File: config.mk
export PLATFORM = sky130hd
export DESIGN_NAME = irtc_ctrl
export DESIGN_NICKNAME = d
export VERILOG_FILES = /design/src/common/irtc_pkg.sv /design/src/logic/irtc_edge_filt.sv /design/src/logic/irtc_ctrl.sv
export SDC_FILE = /design/constraint.sdc
export NUM_CORES = 1
export LEC_CHECK = 0
export BUFFER_PORTS_ARGS = -buffer_cell sky130_fd_sc_hd__buf_2
export CELL_PAD_IN_SITES_DETAIL_PLACEMENT = 1
export CELL_PAD_IN_SITES_GLOBAL_PLACEMENT = 2
export CORE_ASPECT_RATIO = 0.75
export CORE_UTILIZATION = 27
export CTS_BUF_LIST = sky130_fd_sc_hd__clkbuf_4
export DETAILED_ROUTE_END_ITERATION = 8
export HOLD_SLACK_MARGIN = 0.03
export PLACE_DENSITY = 0.88
export SYNTH_ARGS = -nofsm -noshare
export SYNTH_HDL_FRONTEND = slang
export SYNTH_HIERARCHICAL = 1
export SYNTH_SLANG_ARGS = --single-unit
export TNS_END_PERCENT = 30
File: constraint.sdc
create_clock -name clk_sys -period 2.3 [get_ports clk_sys]
set_clock_uncertainty 0.2 [all_clocks]
set_input_delay 0.115 -clock clk_sys [delete_from_list [all_inputs] [get_ports clk_sys]]
set_output_delay 0.115 -clock clk_sys [all_outputs]
set_load 0.01 [all_outputs]
File: src/common/irtc_pkg.sv
// constants, register map and helpers for the ir timer control block
// assumes an apb slave with 32-bit data on a single 40 mhz clock
package irtc_pkg;

   // ------------------------------------------------------------
   // register indices; byte address is four times the index
   // ------------------------------------------------------------
   localparam logic [7:0] IRTC_IDX_COMMON = 8'h01;
   localparam logic [7:0] IRTC_IDX_ENABLE = 8'h03;
   localparam logic [7:0] IRTC_IDX_STATUS = 8'h04;
   localparam logic [7:0] IRTC_IDX_CLEAR  = 8'h05;
   localparam logic [7:0] IRTC_IDX_IRQEN  = 8'h06;

   // ------------------------------------------------------------
   // common control field positions
   // ------------------------------------------------------------
   localparam int unsigned IRTC_CC_FLAG_FALL = 0;
   localparam int unsigned IRTC_CC_FLAG_RISE = 1;
   localparam int unsigned IRTC_CC_LO_FIELD  = 2;
   localparam int unsigned IRTC_CC_HI_FIELD  = 4;
   localparam int unsigned IRTC_CC_PIN_SEL   = 6;
   localparam int unsigned IRTC_CC_DEMOD     = 7;

   // ------------------------------------------------------------
   // enable control field positions and values
   // ------------------------------------------------------------
   localparam int unsigned IRTC_EN_T16    = 0;
   localparam int unsigned IRTC_EN_T8     = 1;
   localparam int unsigned IRTC_EN_SYNC   = 2;
   localparam logic [4:0]  IRTC_EN_RSVD   = 5'h1f;

   // ------------------------------------------------------------
   // edge and filter codes
   // ------------------------------------------------------------
   localparam logic [1:0] IRTC_EDGE_FALL  = 2'h0;
   localparam logic [1:0] IRTC_EDGE_RISE  = 2'h1;
   localparam logic [1:0] IRTC_EDGE_BOTH  = 2'h2;
   localparam logic [1:0] IRTC_FILT_NONE  = 2'h0;
   localparam logic [1:0] IRTC_FILT_4     = 2'h1;
   localparam logic [1:0] IRTC_FILT_8     = 2'h2;
   localparam logic [3:0] IRTC_FILT_CYC_4 = 4'h4;
   localparam logic [3:0] IRTC_FILT_CYC_8 = 4'h8;

   // ------------------------------------------------------------
   // interrupt status bits and reset values
   // ------------------------------------------------------------
   localparam int unsigned IRTC_ST_FALL  = 0;
   localparam int unsigned IRTC_ST_RISE  = 1;
   localparam logic [31:0] IRTC_ZERO32   = 32'h0000_0000;

   // apb address decode against a register index
   function automatic logic irtc_hit(input logic [7:0] paddr, input logic [7:0] idx);
      return paddr == {idx[5:0], 2'b00};
   endfunction

endpackage

File: src/logic/irtc_edge_filt.sv
// noise filter and edge detector for the demodulator input
// assumes level is already synchronised to clk_sys
`timescale 1ns/10ps
module irtc_edge_filt
   import irtc_pkg::*;
(
   // clock and reset
   input  wire logic       clk_sys,
   input  wire logic       reset,
   // control
   input  wire logic       active,
   input  wire logic [1:0] filt_sel,
   input  wire logic [1:0] edge_sel,
   // input and events
   input  wire logic       level,
   output logic            fall_pulse,
   output logic            rise_pulse
);

   typedef struct packed {
      logic [3:0] cnt;
      logic       stable;
      logic       prev;
      logic       fall;
      logic       rise;
   } irtc_ef_state_t;

   irtc_ef_state_t s_q;
   irtc_ef_state_t s_d;

   function automatic logic [3:0] filt_need(input logic [1:0] sel);
      case (sel)
         IRTC_FILT_4: return IRTC_FILT_CYC_4;
         IRTC_FILT_8: return IRTC_FILT_CYC_8;
         default:     return 4'h0;
      endcase
   endfunction

   // ------------------------------------------------------------
   // filter and edge logic
   // ------------------------------------------------------------
   always_comb
   begin
      logic [3:0] need;
      need = filt_need(filt_sel);
      s_d = s_q;
      if (!active)
      begin
         s_d.cnt    = 4'h0;
         s_d.stable = level;
      end
      else if (need == 4'h0 || level == s_q.stable)
      begin
         s_d.cnt    = 4'h0;
         s_d.stable = level;
      end
      else if (s_q.cnt + 4'h1 >= need)
      begin
         // change held long enough: accept it
         s_d.cnt    = 4'h0;
         s_d.stable = level;
      end
      else
      begin
         s_d.cnt = s_q.cnt + 4'h1;
      end
      s_d.prev = s_q.stable;
      s_d.fall = active && s_q.prev && !s_q.stable
                 && (edge_sel == IRTC_EDGE_FALL || edge_sel == IRTC_EDGE_BOTH);
      s_d.rise = active && !s_q.prev && s_q.stable
                 && (edge_sel == IRTC_EDGE_RISE || edge_sel == IRTC_EDGE_BOTH);
      if (!active)
      begin
         s_d.prev = level;
      end
   end

   always_ff @(posedge clk_sys)
   begin
      if (reset)
      begin
         s_q <= '0;
      end
      else
      begin
         s_q <= s_d;
      end
   end

   assign fall_pulse = s_q.fall;
   assign rise_pulse = s_q.rise;

endmodule

File: src/logic/irtc_ctrl.sv
// ir timer mode and enable control with apb register access
// assumes pins arrive asynchronously; port data and timer output are on clk_sys
//
// Added by the designer: the APB register port.
`timescale 1ns/10ps
module irtc_ctrl
   import irtc_pkg::*;
(
   // clock and reset
   input  wire logic        clk_sys,
   input  wire logic        reset,
   input  wire logic        stop_recovery,
   // apb slave
   input  wire logic        psel,
   input  wire logic        penable,
   input  wire logic        pwrite,
   input  wire logic [7:0]  paddr,
   input  wire logic [31:0] pwdata,
   output logic [31:0]      prdata,
   output logic             pready,
   output logic             pslverr,
   // pins and port logic
   input  wire logic        port3_bit1_pin,
   input  wire logic        port2_bit0_pin,
   input  wire logic        port_data_out,
   input  wire logic        timer_output_signal,
   output logic             port3_bit6_pin,
   // control to the timer datapaths
   output logic             demod_mode,
   output logic             pin_select,
   output logic [1:0]       hi_field,
   output logic [1:0]       lo_field,
   output logic             sixteen_bit_timer_init,
   output logic             eight_bit_timer_init,
   output logic             eight_bit_timer_en,
   output logic             sixteen_bit_timer_en,
   output logic             sync_mode,
   // events
   output logic             fall_edge_flag,
   output logic             rise_edge_flag,
   output logic             irq
);

   // ------------------------------------------------------------
   // state
   // ------------------------------------------------------------
   typedef struct packed {
      logic [1:0]  sync1;
      logic [1:0]  sync2;
      logic [7:2]  ctl;
      logic [1:0]  tx_init;
      logic [1:0]  flags;
      logic [2:0]  en;
      logic [1:0]  stat;
      logic [1:0]  irqen;
      logic [31:0] rdata;
      logic        ready;
      logic        err;
      logic        pin;
      logic        irq;
   } irtc_state_t;

   irtc_state_t s_q;
   irtc_state_t s_d;

   logic fall_ev;
   logic rise_ev;
   logic demod_level;

   // ------------------------------------------------------------
   // demodulator input path
   // ------------------------------------------------------------
   // second synchroniser stage picks the input pin
   assign demod_level = s_q.ctl[IRTC_CC_PIN_SEL] ? s_q.sync2[1] : s_q.sync2[0];

   irtc_edge_filt u_edge
   (
      .clk_sys    (clk_sys),
      .reset      (reset),
      .active     (s_q.ctl[IRTC_CC_DEMOD]),
      .filt_sel   (s_q.ctl[IRTC_CC_LO_FIELD +: 2]),
      .edge_sel   (s_q.ctl[IRTC_CC_HI_FIELD +: 2]),
      .level      (demod_level),
      .fall_pulse (fall_ev),
      .rise_pulse (rise_ev)
   );

   // ------------------------------------------------------------
   // register read value
   // ------------------------------------------------------------
   function automatic logic [31:0] read_value(input irtc_state_t s,
                                              input logic [7:0]  addr);
      logic [31:0] v;
      v = IRTC_ZERO32;
      if (irtc_hit(addr, IRTC_IDX_COMMON))
      begin
         v[7:2] = s.ctl;
         // flags in demod mode, initial levels in transmit mode
         v[1:0] = s.ctl[IRTC_CC_DEMOD] ? s.flags : s.tx_init;
      end
      else if (irtc_hit(addr, IRTC_IDX_ENABLE))
      begin
         v[7:3] = IRTC_EN_RSVD;
         v[2:0] = s.en;
      end
      else if (irtc_hit(addr, IRTC_IDX_STATUS))
      begin
         v[1:0] = s.stat;
      end
      else if (irtc_hit(addr, IRTC_IDX_IRQEN))
      begin
         v[1:0] = s.irqen;
      end
      return v;
   endfunction

   function automatic logic mapped(input logic [7:0] addr);
      return irtc_hit(addr, IRTC_IDX_COMMON) || irtc_hit(addr, IRTC_IDX_ENABLE)
             || irtc_hit(addr, IRTC_IDX_STATUS) || irtc_hit(addr, IRTC_IDX_CLEAR)
             || irtc_hit(addr, IRTC_IDX_IRQEN);
   endfunction

   // ------------------------------------------------------------
   // next state
   // ------------------------------------------------------------
   always_comb
   begin
      logic       setup;
      logic       wr;
      logic [1:0] fl_clr;
      logic [1:0] st_clr;
      logic [1:0] ev;
      setup  = psel && !penable;
      wr     = psel && penable && pwrite && s_q.ready && !s_q.err;
      fl_clr = 2'b00;
      st_clr = 2'b00;
      ev     = {rise_ev, fall_ev};
      s_d    = s_q;

      // two-stage synchronisers for the pins
      s_d.sync1 = {port2_bit0_pin, port3_bit1_pin};
      s_d.sync2 = s_q.sync1;

      // apb answer: one wait-free access phase after setup
      if (setup)
      begin
         s_d.ready = 1'b1;
         s_d.err   = !mapped(paddr);
         s_d.rdata = pwrite ? IRTC_ZERO32 : read_value(s_q, paddr);
      end
      else
      begin
         s_d.ready = 1'b0;
         s_d.err   = 1'b0;
         s_d.rdata = IRTC_ZERO32;
      end

      // register writes
      if (wr && irtc_hit(paddr, IRTC_IDX_COMMON))
      begin
         s_d.ctl = pwdata[7:2];
         if (s_q.ctl[IRTC_CC_DEMOD])
         begin
            fl_clr = pwdata[1:0];
         end
         else
         begin
            s_d.tx_init = pwdata[1:0];
         end
      end
      if (wr && irtc_hit(paddr, IRTC_IDX_ENABLE))
      begin
         // upper bits are dropped on purpose
         s_d.en = pwdata[2:0];
      end
      if (wr && irtc_hit(paddr, IRTC_IDX_CLEAR))
      begin
         st_clr = pwdata[1:0];
      end
      if (wr && irtc_hit(paddr, IRTC_IDX_IRQEN))
      begin
         s_d.irqen = pwdata[1:0];
      end

      // stop recovery clears control, initial levels, flags and timer enables; sync mode, status and irq enables keep
      if (stop_recovery)
      begin
         s_d.ctl               = '0;
         s_d.tx_init           = 2'b00;
         fl_clr                = 2'b11;
         s_d.en[IRTC_EN_T8]    = 1'b0;
         s_d.en[IRTC_EN_T16]   = 1'b0;
         s_d.en[IRTC_EN_SYNC]  = s_q.en[IRTC_EN_SYNC];
      end

      // sticky flags: a new event wins over a clear
      s_d.flags = (s_q.flags & ~fl_clr) | ev;
      s_d.stat  = (s_q.stat & ~st_clr) | ev;
      s_d.irq   = |(s_d.stat & s_d.irqen);

      // pin routing in transmit mode
      if (!s_q.ctl[IRTC_CC_DEMOD] && s_q.ctl[IRTC_CC_PIN_SEL])
      begin
         s_d.pin = timer_output_signal;
      end
      else
      begin
         s_d.pin = port_data_out;
      end
   end

   // ------------------------------------------------------------
   // state register
   // ------------------------------------------------------------
   always_ff @(posedge clk_sys)
   begin
      if (reset)
      begin
         s_q <= '0;
      end
      else
      begin
         s_q <= s_d;
      end
   end

   // ------------------------------------------------------------
   // outputs
   // ------------------------------------------------------------
   assign prdata                 = s_q.rdata;
   assign pready                 = s_q.ready;
   assign pslverr                = s_q.err;
   assign port3_bit6_pin         = s_q.pin;
   assign demod_mode             = s_q.ctl[IRTC_CC_DEMOD];
   assign pin_select             = s_q.ctl[IRTC_CC_PIN_SEL];
   assign hi_field               = s_q.ctl[IRTC_CC_HI_FIELD +: 2];
   assign lo_field               = s_q.ctl[IRTC_CC_LO_FIELD +: 2];
   assign sixteen_bit_timer_init = s_q.tx_init[IRTC_CC_FLAG_FALL];
   assign eight_bit_timer_init   = s_q.tx_init[IRTC_CC_FLAG_RISE];
   assign eight_bit_timer_en     = s_q.en[IRTC_EN_T8];
   assign sixteen_bit_timer_en   = s_q.en[IRTC_EN_T16];
   assign sync_mode              = s_q.en[IRTC_EN_SYNC];
   assign fall_edge_flag         = s_q.flags[IRTC_CC_FLAG_FALL];
   assign rise_edge_flag         = s_q.flags[IRTC_CC_FLAG_RISE];
   assign irq                    = s_q.irq;

endmodule

## Word level (Yosys, flattened, before mapping)

Cells that the tools add are included.
Widths: inputs -> output; s select.

| word-level totals | value |
|---|---|
| bits of input ports | 50 |
| register bits | 65 |
| logic and storage cells | 100 |
| output and inout port bits | 49 |

| cells by class | value |
|---|---|
| reductions and logical operators | 38 |
| $lt $le $gt $ge | 1 |
| multiplexer cells | 19 |
| eq/ne operators | 11 |
| bitwise gates (word level) | 10 |
| add/subtract/negate cells | 1 |

Operators with widths:

| cell | count |
|---|---|
| $eq 8x5->1 const B | 3 |
| $mux 2 | 10 |
| $logic_and 1x1->1 | 16 |
| $eq 8x3->1 const B | 1 |
| $eq 8x4->1 const B | 1 |
| $mux 8 | 1 |
| $pmux 4 s2 | 1 |
| $logic_or 1x1->1 | 7 |
| $and 2x2->2 | 3 |
| $logic_not 1->1 | 6 |
| $mux 1 | 6 |
| $mux 6 | 1 |
| $reduce_or 2->1 | 3 |
| $add 4x1->4 const B | 1 |
| $eq 2x1->1 const B | 2 |
| $eq 2x2->1 const B | 2 |
| $ge 4x4->1 | 1 |
| $logic_not 4->1 | 1 |
| $not 2->2 | 2 |
| $or 2x2->2 | 2 |
| $reduce_and 2->1 | 2 |
| $reduce_or 4->1 | 1 |
| $ne 3x1->1 const B | 1 |
| $not 1->1 | 3 |
| other kinds (3) | 3 |

## Longest topological paths before layout

Gate-level depths: netlist of the first run.

| depth | value |
|---|---|
| depth after elaboration | 11 |
| mapped depth | 7 |
| depth with buffers taken out | 7 |

## Hierarchy

Netlist of the first run, hierarchy kept.

Modules (own cells, without submodules):

| module | cells each | area each (µm²) | seq. area each (µm²) | times used |
|---|---|---|---|---|
| irtc_ctrl | 176 | 1622.8 | 660.6 | 1 |
| irtc_edge_filt | 43 | 424.2 | 160.2 | 1 |

## Worst setup path before layout of the first run

No wires, ideal clock.

| timing path | value |
|---|---|
| path type | input port to flip-flop |
| start | input paddr[0] |
| end | register s_q, in the netlist sync_mode |
| data arrival time | 1.733 ns |
| path buffers | 2 |
| setup slack | 0.252 ns |
| stages | 6 |
| data required time | 1.985 ns |
| setup time | 0.115 ns |
| path through | or4_1 -> buf_2 -> or4_1 -> buf_2 -> o21a_1 -> o21a_1 |

| on the way | value |
|---|---|
| longest elaborated chain between the ends | 3 |

RTL lines:

| item | RTL line | text |
|---|---|---|
| start, declared | irtc_ctrl.sv:17 | `input wire logic [7:0] paddr,` |
| $eq 8x4->1 | irtc_pkg.sv:53 | `return paddr == {idx[5:0], 2'b00};` |
| $logic_and 1x1->1 | irtc_ctrl.sv:171 | `if (wr && irtc_hit(paddr, IRTC_IDX_ENABLE))` |
| $reduce_and 2->1 (no source line) | - |  |
| end signal, assigned | irtc_ctrl.sv:219 | `s_q <= '0;` |
| end signal, assigned | irtc_ctrl.sv:223 | `s_q <= s_d;` |
| end, declared | irtc_ctrl.sv:63 | `irtc_state_t s_q;` |

Every way passes these cells.
A chain may end at the register's enable or synchronous reset.

## Final worst setup path of the first run

| timing path | value |
|---|---|
| start | input paddr[2] |
| end | register s_q, in the netlist sixteen_bit_timer_init |

| on the way | value |
|---|---|
| longest elaborated chain between the ends | 3 |

RTL lines:

| item | RTL line | text |
|---|---|---|
| $eq 8x3->1 | irtc_pkg.sv:53 |  |
| $logic_and 1x1->1 | irtc_ctrl.sv:159 | `if (wr && irtc_hit(paddr, IRTC_IDX_COMMON))` |
| $reduce_and 2->1 (no source line) | - |  |

Every way passes these cells.

==> out/metrics.csv, run 1 <==
stage,metric,value,unit
status,status,completed,
floorplanning,row_count,27,
timing,setup_viol,0,
cts,cts-buffers-inserted,5,
cts,post-cts-setup-buffers,0,
setup_path,reg2reg_depth,6,
finish,fill_cells,873,
synth,synth_top_area_share,40.1,%
worst_hold_path,hold_class,in2reg,
global_route,grt_pass1_wl,8070,µm
timing,fin_hold_ws,0.0541,ns
pwr,p_per_area,513,nW/µm²
pwr,power.total,0.00132,W
synth,ys_ff_latch,41,
timing,hold_viol,0,
timing,max_freq,455,MHz
routing,drt_pass1_iterations,4,
setup_path,required,2.35,ns
synth,synth_largest_area_cell,dfxtp_1,
setup_path,cp-end-kind,register,
routing,via_per_inst,4.36,
floorplanning,core-area,7330,µm²
setup_path,critPathMaxFanout,9,
floorplanning,ios,99,
placed_design,post_dp_cell_area,2260,µm²
finish,antenna_cells,0,
cts,ctsResizeCount,0,
floorplanning,dieHeight,77.4,µm
routing,vias,1691,
setup_path,r2r_slack,0.20,ns
setup_path,critPathLaunch,paddr[2],
synth,netlist_top_cells_area,"dfxtp_1, buf_4, ha_1",
pwr,p_leak,1.11,nW
finish,fin_nets,343,
synth,syn_area_per_cell,9.35,µm²
global_route,grt.overflow.total,0,
cts,clock_latency,0.36,ns
floorplanning,start_util,27.9,%
floorplanning,die_area,7940,µm²
routing,postRouteAntennaNets,0,
cts,clk_pin_slew,0.14,ns
finish,area_growth,25.7,%
synth,synth_warnings,6,
cts,hold_buffers,23,
cts,cts_tree,built,
timing,setup_tns,0,ns
global_route,grt_max_degree,18,
placed_design,io_buffer_count,50,
global_route,grt_pass1_vias,1671,
cts,cts_max_path_buffers,2,
placed_design,placed_cells,357,
timing,min_period,2.20,ns
cts,cts_max_level,2,
setup_path,r2r-start,u_edge/s_q[4],
synth,synthCells,219,
finish,final_area,2570,µm²
synth,synth_ff_type,dfxtp_1,
job,cap_violations,0,
routing,drt_iter0_drc,64,
routing,routed_wl,5070,µm
setup_path,arrival,2.25,ns
setup_path,crit_type,in2reg,
synth,synth_area,2050,µm²
setup_path,timing.rr.end,u_edge/s_q[7],
routing,drc_errors,0,
finish,layout-drive-gt1-share,25.1,%
worst_hold_path,whs_path_depth,4,
pwr,ir_drop,0.000263,V
routing,avgRoutedWirePerCell,13.1,µm
timing,grt_setup_unrepaired,false,
placed_design,place.gp.congestion,0.791,
setup_path,worstSetupEndpoint,sixteen_bit_timer_init,
timing,finalCritPeriodShare,95.6,%
timing,slew_violations,0,
finish,stdcell_count,388,
cts,cts_root_buf,clkbuf_4,
floorplanning,die_w,103,µm
synth,seq_area_frac_synth,40.1,%
placed_design,hpwl,3730,µm
synth,netlist-cell-type-count,44,
global_route,track_usage,13.2,%
setup_path,start_kind,input pin,
cts,clock_sinks,41,
synth,synth_edf_count,0,
synth,async_flop_share,0,%
global_route,antenna_found_initial,0,
==> layer usage <==
| metal | vias up | share of wire, % | global-route usage (%) | routed length [µm] |
|---|---|---|---|---|
| met3 | 5 | 6.4 | 2.97 | 324 |
| met2 | 50 | 48 | 22.5 | 2430 |
| met4 | 0 | 0.79 | 3.43 | 40 |
| met5 | - | 0 | 0 | 0 |
| li1 | 824 | - | - | - |
| met1 | 812 | 45 | 16.7 | 2280 |
==> layout make-up <==
class,count,area (µm²),area share (%)
inverters,10,37.5,1.46
clock buffers,5,37.5,1.46
repair buffers,80,533,20.7
multi-input cells,148,976,37.9
flip-flops and latches,41,821,31.9
clock inverters,3,41.3,1.61
well taps,101,126,4.91
==> worst min path at each step <==
stage,endpoint,slack [ns],start
after detailed placement,s_d[54],0.13,port2_bit0_pin
final,pslverr,0.05,paddr[6]
after CTS,pslverr,0.05,paddr[6]
after global placement,s_d[53],0.13,port3_bit1_pin
after global routing,pslverr,0.08,paddr[6]
after floorplan,u_edge/s_q[2],-0.01,reset
==> worst max-delay path, stage by stage <==
cell and delay (ns):
dlygate4sd3_1 0.52, buf_2 0.19, or4bb_1 0.56, or4_1 0.60, o21ai_1 0.18, a21oi_1 0.08
==> Yosys cell counts (all sizes together), types with 3 or more instances <==
master / instances
dfxtp: 41
buf: 39
nor2: 16
nand2: 13
inv: 10
a21oi: 8
mux2i: 8
nor2b: 8
ha: 7
o21a: 7
or4: 6
nand2b: 5
o21ai: 5
clkbuf: 4
nand3: 4
nand4b: 4
a211oi: 3
mux2: 3
xnor2: 3
==> state kept, by name, indices dropped and copies added (netlist names), 2 cells and up <==
register / count
prdata: 8
s_q: 6
u_edge/s_q: 6
hi_field: 2
lo_field: 2
s_d: 2
==> power by group <==
part | switching (W) | leakage [nW] | internal, W
logic | 0.0000673 | 0.744 | 0.0000588
clock network | 0.000249 | 0.0389 | 0.000225
registers | 0.00000288 | 0.332 | 0.000717
total | 0.000319 | 1.11 | 0.00100
==> cell families after synthesis <==
group                    synth area share (%)
buffers and inverters                    16.4
XOR/XNOR                                 1.28
AO/OA/AOI/OAI                            10.8
AND/OR/NAND/NOR                          21.4
other                                   0.183
adder cells (fa/ha/maj)                  4.28
flip-flops                               40.1
multiplexers                             5.56
==> placed cells by master, fill, tap and decap left out, types with 4 or more instances in the layout <==
cell type	synthesis	layout
buf_2	2	50
dfxtp_1	41	41
conb_1	1	24
dlygate4sd3_1	0	23
nor2_1	16	16
nand2_1	13	13
inv_1	10	10
a21oi_1	8	8
mux2i_1	8	8
nor2b_1	7	7
o21a_1	7	7
buf_4	36	7
ha_1	7	7
or4_1	5	5
nand2b_1	5	5
clkbuf_4	0	5
nand4b_1	4	4
o21ai_1	4	4
nand3_1	4	4
==> metrics by stage <==
stage / utilization (%) / worst slack, ns
6_report: 35.1 / 0.102
5_1_grt: 35.1 / 0.0398
4_1_cts: 35.1 / 0.111
3_5_place_dp: 30.9 / 0.103
3_3_place_gp: 30.9 / 0.105
2_1_floorplan: - / 0.252
Power figures use the tool's default switching activity.
==> run 2: changes to the inputs <==
--- a/config.mk
+++ b/config.mk
@@ -5,15 +5,17 @@
 export SDC_FILE = /design/constraint.sdc
 export NUM_CORES = 1
 export LEC_CHECK = 0
+export ABC_AREA = 1
 export BUFFER_PORTS_ARGS = -buffer_cell sky130_fd_sc_hd__buf_2
 export CELL_PAD_IN_SITES_DETAIL_PLACEMENT = 1
 export CELL_PAD_IN_SITES_GLOBAL_PLACEMENT = 2
 export CORE_ASPECT_RATIO = 0.75
-export CORE_UTILIZATION = 27
+export CORE_UTILIZATION = 25
 export CTS_BUF_LIST = sky130_fd_sc_hd__clkbuf_4
+export CTS_CLUSTER_DIAMETER = 80
 export DETAILED_ROUTE_END_ITERATION = 8
 export HOLD_SLACK_MARGIN = 0.03
-export PLACE_DENSITY = 0.88
+export PLACE_DENSITY = 0.87
 export SYNTH_ARGS = -nofsm -noshare
 export SYNTH_HDL_FRONTEND = slang
 export SYNTH_HIERARCHICAL = 1
==> constraint.sdc (replaced) <==
create_clock -name clk_sys -period 2.3 [get_ports clk_sys]
set_clock_uncertainty 0.2 [all_clocks]
set_input_delay 0.115 -clock clk_sys [delete_from_list [all_inputs] [get_ports clk_sys]]
set_output_delay 0.115 -clock clk_sys [all_outputs]
set_load 0.005 [all_outputs]
==> run 2 against run 1 <==
Final cell count up 18%. Via count grew 11%. Clock power fell by 26%. Sequential power about the same. Sequential share of layout area down 0.67 points. Critical path depth is 2 higher. Synthesized cell count up 26%. First-iteration DRC count down 6.3%. Cell area increased by 2.1%. Maximum frequency rose by 2.9%. Register-to-register slack improved by 0.02 ns. Worst setup slack improved by 0.063 ns. Critical path type unchanged. Largest cell class unchanged. Largest power group unchanged.
==> out/metrics.csv, run 2 <==
stage,metric,value,unit
status,status,completed,
setup_path,crit_type,in2reg,
synth,synth_top_area_share,39.6,%
worst_hold_path,hold_class,in2reg,
timing,finalCritPeriodShare,92.9,%
pwr,p_seq_share,60.5,%
synth,seq_area_frac_synth,39.6,%
routing,drt_pass1_iterations,4,
timing,min_period,2.14,ns
placed_design,post_dp_cell_area,2270,µm²
timing,setup_tns,0,ns
setup_path,critPathMaxFanout,13,
pwr,swShare,25.4,%
pwr,switchingPower,0.000302,W
timing,slew_violations,0,
finish,final_common_cell,nand2_1,
global_route,grt.overflow.total,0,
pwr,p_per_area,452,nW/µm²
setup_path,required,2.34,ns
finish,layout-drive-gt1-share,21.1,%
setup_path,start_kind,input pin,
synth,synth_warnings,6,
global_route,grt_pass1_wl,9230,µm
finish,fill_cells,1007,
synth,ys_ff_latch,41,
routing,avgRoutedWirePerCell,12.2,µm
synth,synth_largest_area_cell,dfxtp_1,
cts,cts_max_level,2,
setup_path,worst-path-buf-inv,3,
synth,yosysMostFrequentCell,nand2_1,
synth,async_flop_share,0,%
cts,clock_sinks,41,
cts,cts-buffers-inserted,5,
floorplanning,die_w,107,µm
routing,vias,1873,
timing,grt_setup_unrepaired,false,
timing,hold_viol,0,
floorplanning,core-area,7950,µm²
setup_path,crit_chain,"dlygate4sd3_1, buf_2, nand3_1, nor2_4, nand2_4, o21ai_0, dlygate4sd3_1, a21oi_1",
synth,netlist-cell-type-count,30,
pwr,pwr-share-comb,10.1,%
synth,synth_ff_type,dfxtp_1,
floorplanning,ios,99,
pwr,ir_drop,0.000258,V
pwr,p_leak,1.18,nW
finish,largest_reg_flops,8,
routing,via_per_inst,4.11,
placed_design,io_buffer_count,50,
cts,ctsResizeCount,0,
global_route,grt_max_degree,17,
setup_path,r2r_slack,0.22,ns
setup_path,critPathSlowestCell,dlygate4sd3_1,
global_route,antenna_found_initial,0,
placed_design,placed_cells,417,
floorplanning,dieHeight,80.9,µm
finish,area_growth,26.7,%
cts,clock_latency,0.35,ns
synth,syn_area_per_cell,7.52,µm²
cts,hold_buffers,31,
floorplanning,row_count,28,
finish,fin_nets,407,
setup_path,max_stage_delay,0.57,ns
global_route,track_usage,13.8,%
setup_path,arrival,2.18,ns
pwr,clockPowerShare,29.4,%
cts,cts_max_path_buffers,2,
floorplanning,start_util,26.1,%
synth,synth_area,2070,µm²
routing,postRouteAntennaNets,0,
routing,drc_errors,0,
setup_path,cpMostUsedCell,dlygate4sd3_1,
synth,netlist_top_cells_area,"dfxtp_1, buf_4, nand2_1",
setup_path,crit_family,buffers and inverters,
synth,synth_edf_count,0,
finish,layout.cells.most_common_list,"nand2_1, buf_2, dfxtp_1, inv_1, dlygate4sd3_1",
floorplanning,die_area,8670,µm²
job,cap_violations,0,
routing,routed_wl,5560,µm
routing,drt_iter0_drc,60,
placed_design,hpwl,4100,µm
finish,antenna_cells,0,
finish,final_area,2630,µm²
timing,max_freq,468,MHz
cts,clk_pin_slew,0.13,ns
cts,post-cts-setup-buffers,0,
synth,synthCells,276,
finish,stdcell_count,456,
synth,yosys-top-cells-count,"nand2_1, dfxtp_1, buf_4",
pwr,internal-power,0.000886,W
cts,cts_root_buf,clkbuf_4,
global_route,grt_pass1_vias,1951,
cts,cts_tree,built,
setup_path,cp-end-kind,register,
timing,setup_viol,0,
placed_design,place.gp.congestion,0.736,
-- run 2: cell count changes after synthesis, moves of 7 or more --
cell	previous run	this run
nand2_1	13	51
inv_1	10	33
a21oi_1	8	24
nand3_1	4	19
nor2_1	16	26
mux2i_1	8	0
nor2b_1	7	0
o21a_1	7	0
-- run 2: kinds of logic after synthesis --
family                     count (synthesis)  synth area share [%]
other                                      1                 0.181
xor gates and xnor gates                   2                 0.845
and+or+nand+nor                          114                  25.4
DFF                                       41                  39.6
adders and majority gates                  7                  4.22
AOI/OAI and AO/OA                         35                  9.11
buffers and inverters                     76                  20.7
-- run 2: through the flow --
stage | setup WS [ns] | util (%) | hold WS, ns | total power, W
2_1_floorplan | 0.698 | - | 0.00204 | 0.000804
3_3_place_gp | 0.597 | 28.5 | 0.115 | 0.000816
3_5_place_dp | 0.545 | 28.5 | 0.120 | 0.000818
5_1_grt | 0.0364 | 33.0 | 0.0702 | 0.00126
6_report | 0.164 | 33.0 | 0.0654 | 0.00119
4_1_cts | 0.211 | 33.0 | 0.0496 | 0.00120
-- run 2: layout make-up --
cell class	instances	area (µm²)	share of cell area, %
Timing Repair Buffer	83	576	21.9
Clock buffer	5	37.5	1.43
Sequential cell	41	821	31.2
Clock inverter	3	12.5	0.476
Inverter	37	139	5.29
Tap cell	105	131	5.00
Multi-Input combinational cell	182	911	34.7
-- run 2: path summary, 6_finish.rpt --
| check | startpoint | endpoint | depth (start not counted) |
|---|---|---|---|
| setup / recovery | penable | lo_field[1] | 8 |
| hold / removal | psel | sixteen_bit_timer_en | 5 |
| setup reg to reg | pready | lo_field[1] | 6 |
| hold reg to reg | s_d[54] | s_q[54] | 2 |
-- run 2: power by group through the flow --
stage | logic [W] | clock network [W] | registers [W]
finish | 0.000120 | 0.000349 | 0.000719
global route | 0.000135 | 0.000406 | 0.000720
CTS | 0.000118 | 0.000364 | 0.000719
detailed placement | 0.0000832 | 0 | 0.000735
global placement | 0.0000815 | 0 | 0.000735
floorplan | 0.0000694 | 0 | 0.000735
-- run 2: worst register-to-register path, stage by stage (launching register included) --
cell and delay (ns):
dfxtp_1 0.35, nand3_1 0.12, nor2_4 0.32, nand2_4 0.20
o21ai_0 0.18, dlygate4sd3_1 0.57, a21oi_1 0.04
-- run 2: routing by layer --
metal,routed length [µm],GRT usage (%),share of wire [%],vias to the layer above
met3,306,3.29,5.5,10
met5,0,0,0,-
met2,2480,23.6,45,55
met1,2660,17.0,48,852
li1,-,-,-,956
met4,119,4.93,2.1,0
==> run 3: changes to the inputs <==
--- a/config.mk
+++ b/config.mk
@@ -12,9 +12,9 @@
 export CORE_ASPECT_RATIO = 0.75
 export CORE_UTILIZATION = 25
 export CTS_BUF_LIST = sky130_fd_sc_hd__clkbuf_4
-export CTS_CLUSTER_DIAMETER = 80
 export DETAILED_ROUTE_END_ITERATION = 8
 export HOLD_SLACK_MARGIN = 0.03
+export MAX_ROUTING_LAYER = met4
 export PLACE_DENSITY = 0.87
 export SYNTH_ARGS = -nofsm -noshare
 export SYNTH_HDL_FRONTEND = slang
==> run 3 against run 2 <==
Register-to-register slack barely moved. Final cell count did not move. Worst setup slack improved by 0.0063 ns. Hold slack got worse by 0.00055 ns. Die area did not move. Sequential cell count did not move. Critical endpoint unchanged.
==> out/metrics.csv, run 3 (same netlist as run 2, synthesis figures left out) <==
stage,metric,value,unit
setup_path,r2r-start,pready,
placed_design,place.gp.congestion,0.745,
placed_design,post_dp_cell_area,2270,µm²
pwr,p_leak,1.18,nW
placed_design,io_buffer_count,50,
floorplanning,row_count,28,
floorplanning,ios,99,
routing,drt_pass1_iterations,4,
cts,cts_tree,built,
finish,final_util,33.0,%
global_route,grt_max_degree,17,
setup_path,crit_type,in2reg,
routing,routed_wl,5540,µm
cts,clock_latency,0.35,ns
pwr,pwr-share-comb,10.1,%
setup_path,critPathSlowestCell,dlygate4sd3_1,
placed_design,placed_cells,417,
routing,avgRoutedWirePerCell,12.2,µm
status,status,completed,
timing,finalCritPeriodShare,92.6,%
routing,via_per_inst,4.07,
setup_path,worst-path-buf-inv,3,
setup_path,crit_family,buffers and inverters,
timing,setup_tns,0,ns
global_route,antenna_found_initial,0,
routing,drc_errors,0,
finish,fin_nets,407,
finish,layout.cells.most_common_list,"nand2_1, buf_2, dfxtp_1, inv_1, dlygate4sd3_1",
cts,cts_root_buf,clkbuf_4,
pwr,p_seq_share,60.5,%
global_route,grt_pass1_vias,1951,
finish,area_growth,26.7,%
cts,clock_sinks,41,
timing,hold_viol,0,
setup_path,arrival,2.18,ns
floorplanning,die_w,107,µm
placed_design,hpwl,4100,µm
pwr,p_per_area,452,nW/µm²
finish,largest_reg_flops,8,
setup_path,cpMostUsedCell,dlygate4sd3_1,
timing,grt_setup_unrepaired,false,
cts,cts_max_level,2,
cts,ctsResizeCount,0,
worst_hold_path,hold_start,psel,
pwr,switchingPower,0.000302,W
finish,antenna_cells,0,
floorplanning,core-area,7950,µm²
routing,drt_iter0_drc,56,
setup_path,reg2reg_depth,6,
global_route,grt_pass1_wl,9210,µm
timing,slew_violations,0,
setup_path,max_stage_delay,0.57,ns
setup_path,critPathMaxFanout,13,
setup_path,start_kind,input pin,
global_route,track_usage,14.2,%
timing,max_freq,470,MHz
pwr,ir_drop,0.000257,V
cts,hold_buffers,31,
global_route,grt.overflow.total,0,
floorplanning,die_area,8670,µm²
timing,fin_hold_ws,0.0648,ns
routing,vias,1854,
floorplanning,start_util,26.1,%
finish,fill_cells,1007,
worst_hold_path,hold_class,in2reg,
job,cap_violations,0,
pwr,internal-power,0.000886,W
setup_path,required,2.35,ns
setup_path,crit_chain,"dlygate4sd3_1, buf_2, nand3_1, nor2_4, nand2_4, o21ai_0, dlygate4sd3_1, a21oi_1",
finish,final_area,2630,µm²
timing,min_period,2.13,ns
floorplanning,dieHeight,80.9,µm
worst_hold_path,whs_path_depth,5,
cts,cts-buffers-inserted,5,
cts,clk_pin_slew,0.13,ns
routing,postRouteAntennaNets,0,
finish,stdcell_count,456,
cts,post-cts-setup-buffers,0,
finish,layout-drive-gt1-share,21.1,%
pwr,clockPowerShare,29.4,%
cts,cts_max_path_buffers,2,
timing,setup_viol,0,
finish,final_common_cell,nand2_1,
setup_path,critPathLaunch,penable,
pwr,swShare,25.4,%
setup_path,cp.depth,8,
setup_path,cp-end-kind,register,
run 3: cell counts in the layout (fill, tap and decap cells not counted):
Identical to the previous run, type by type.
run 3: worst paths after layout:
check / to / slack, ns
max: lo_field[1] / 0.17
min: sixteen_bit_timer_en / 0.06
max reg2reg: lo_field[1] / 0.22
min reg2reg: s_q[54] / 0.21
run 3: cell type report:
type	instances	area (µm²)	share of cell area (%)
clock buffers	5	37.5	1.43
flip-flops and latches	41	821	31.2
well taps	105	131	5.00
multi-input cells	182	911	34.7
clock inverters	3	12.5	0.476
inverters	37	139	5.29
repair buffers	83	576	21.9
run 3: power by group through the flow:
stage	clock (W)	combinational [W]	sequential, W
after CTS	0.000364	0.000118	0.000719
after global routing	0.000407	0.000135	0.000720
final	0.000349	0.000120	0.000719
after floorplan	0	0.0000694	0.000735
after global placement	0	0.0000815	0.000735
after detailed placement	0	0.0000832	0.000735
run 3: worst reg2reg max path: stages, from the launching register on:
cell           delay [ns]
dfxtp_1              0.35
nand3_1              0.12
nor2_4               0.32
nand2_4              0.19
o21ai_0              0.18
dlygate4sd3_1        0.57
a21oi_1              0.04
run 3: metal layers:
layer	vias up	routed length, µm	GRT usage, %
met3	10	275	3.13
li1	955	-	-
met1	837	2630	17.2
met2	52	2510	23.5
met5	-	0	-
met4	0	119	4.93
run 3: through the flow:
| stage | total power [W] | worst slack, ns |
|---|---|---|
| global placement | 0.000816 | 0.597 |
| finish | 0.00119 | 0.171 |
| detailed placement | 0.000818 | 0.545 |
| floorplan | 0.000804 | 0.698 |
| CTS | 0.00120 | 0.211 |
| global route | 0.00126 | 0.0346 |
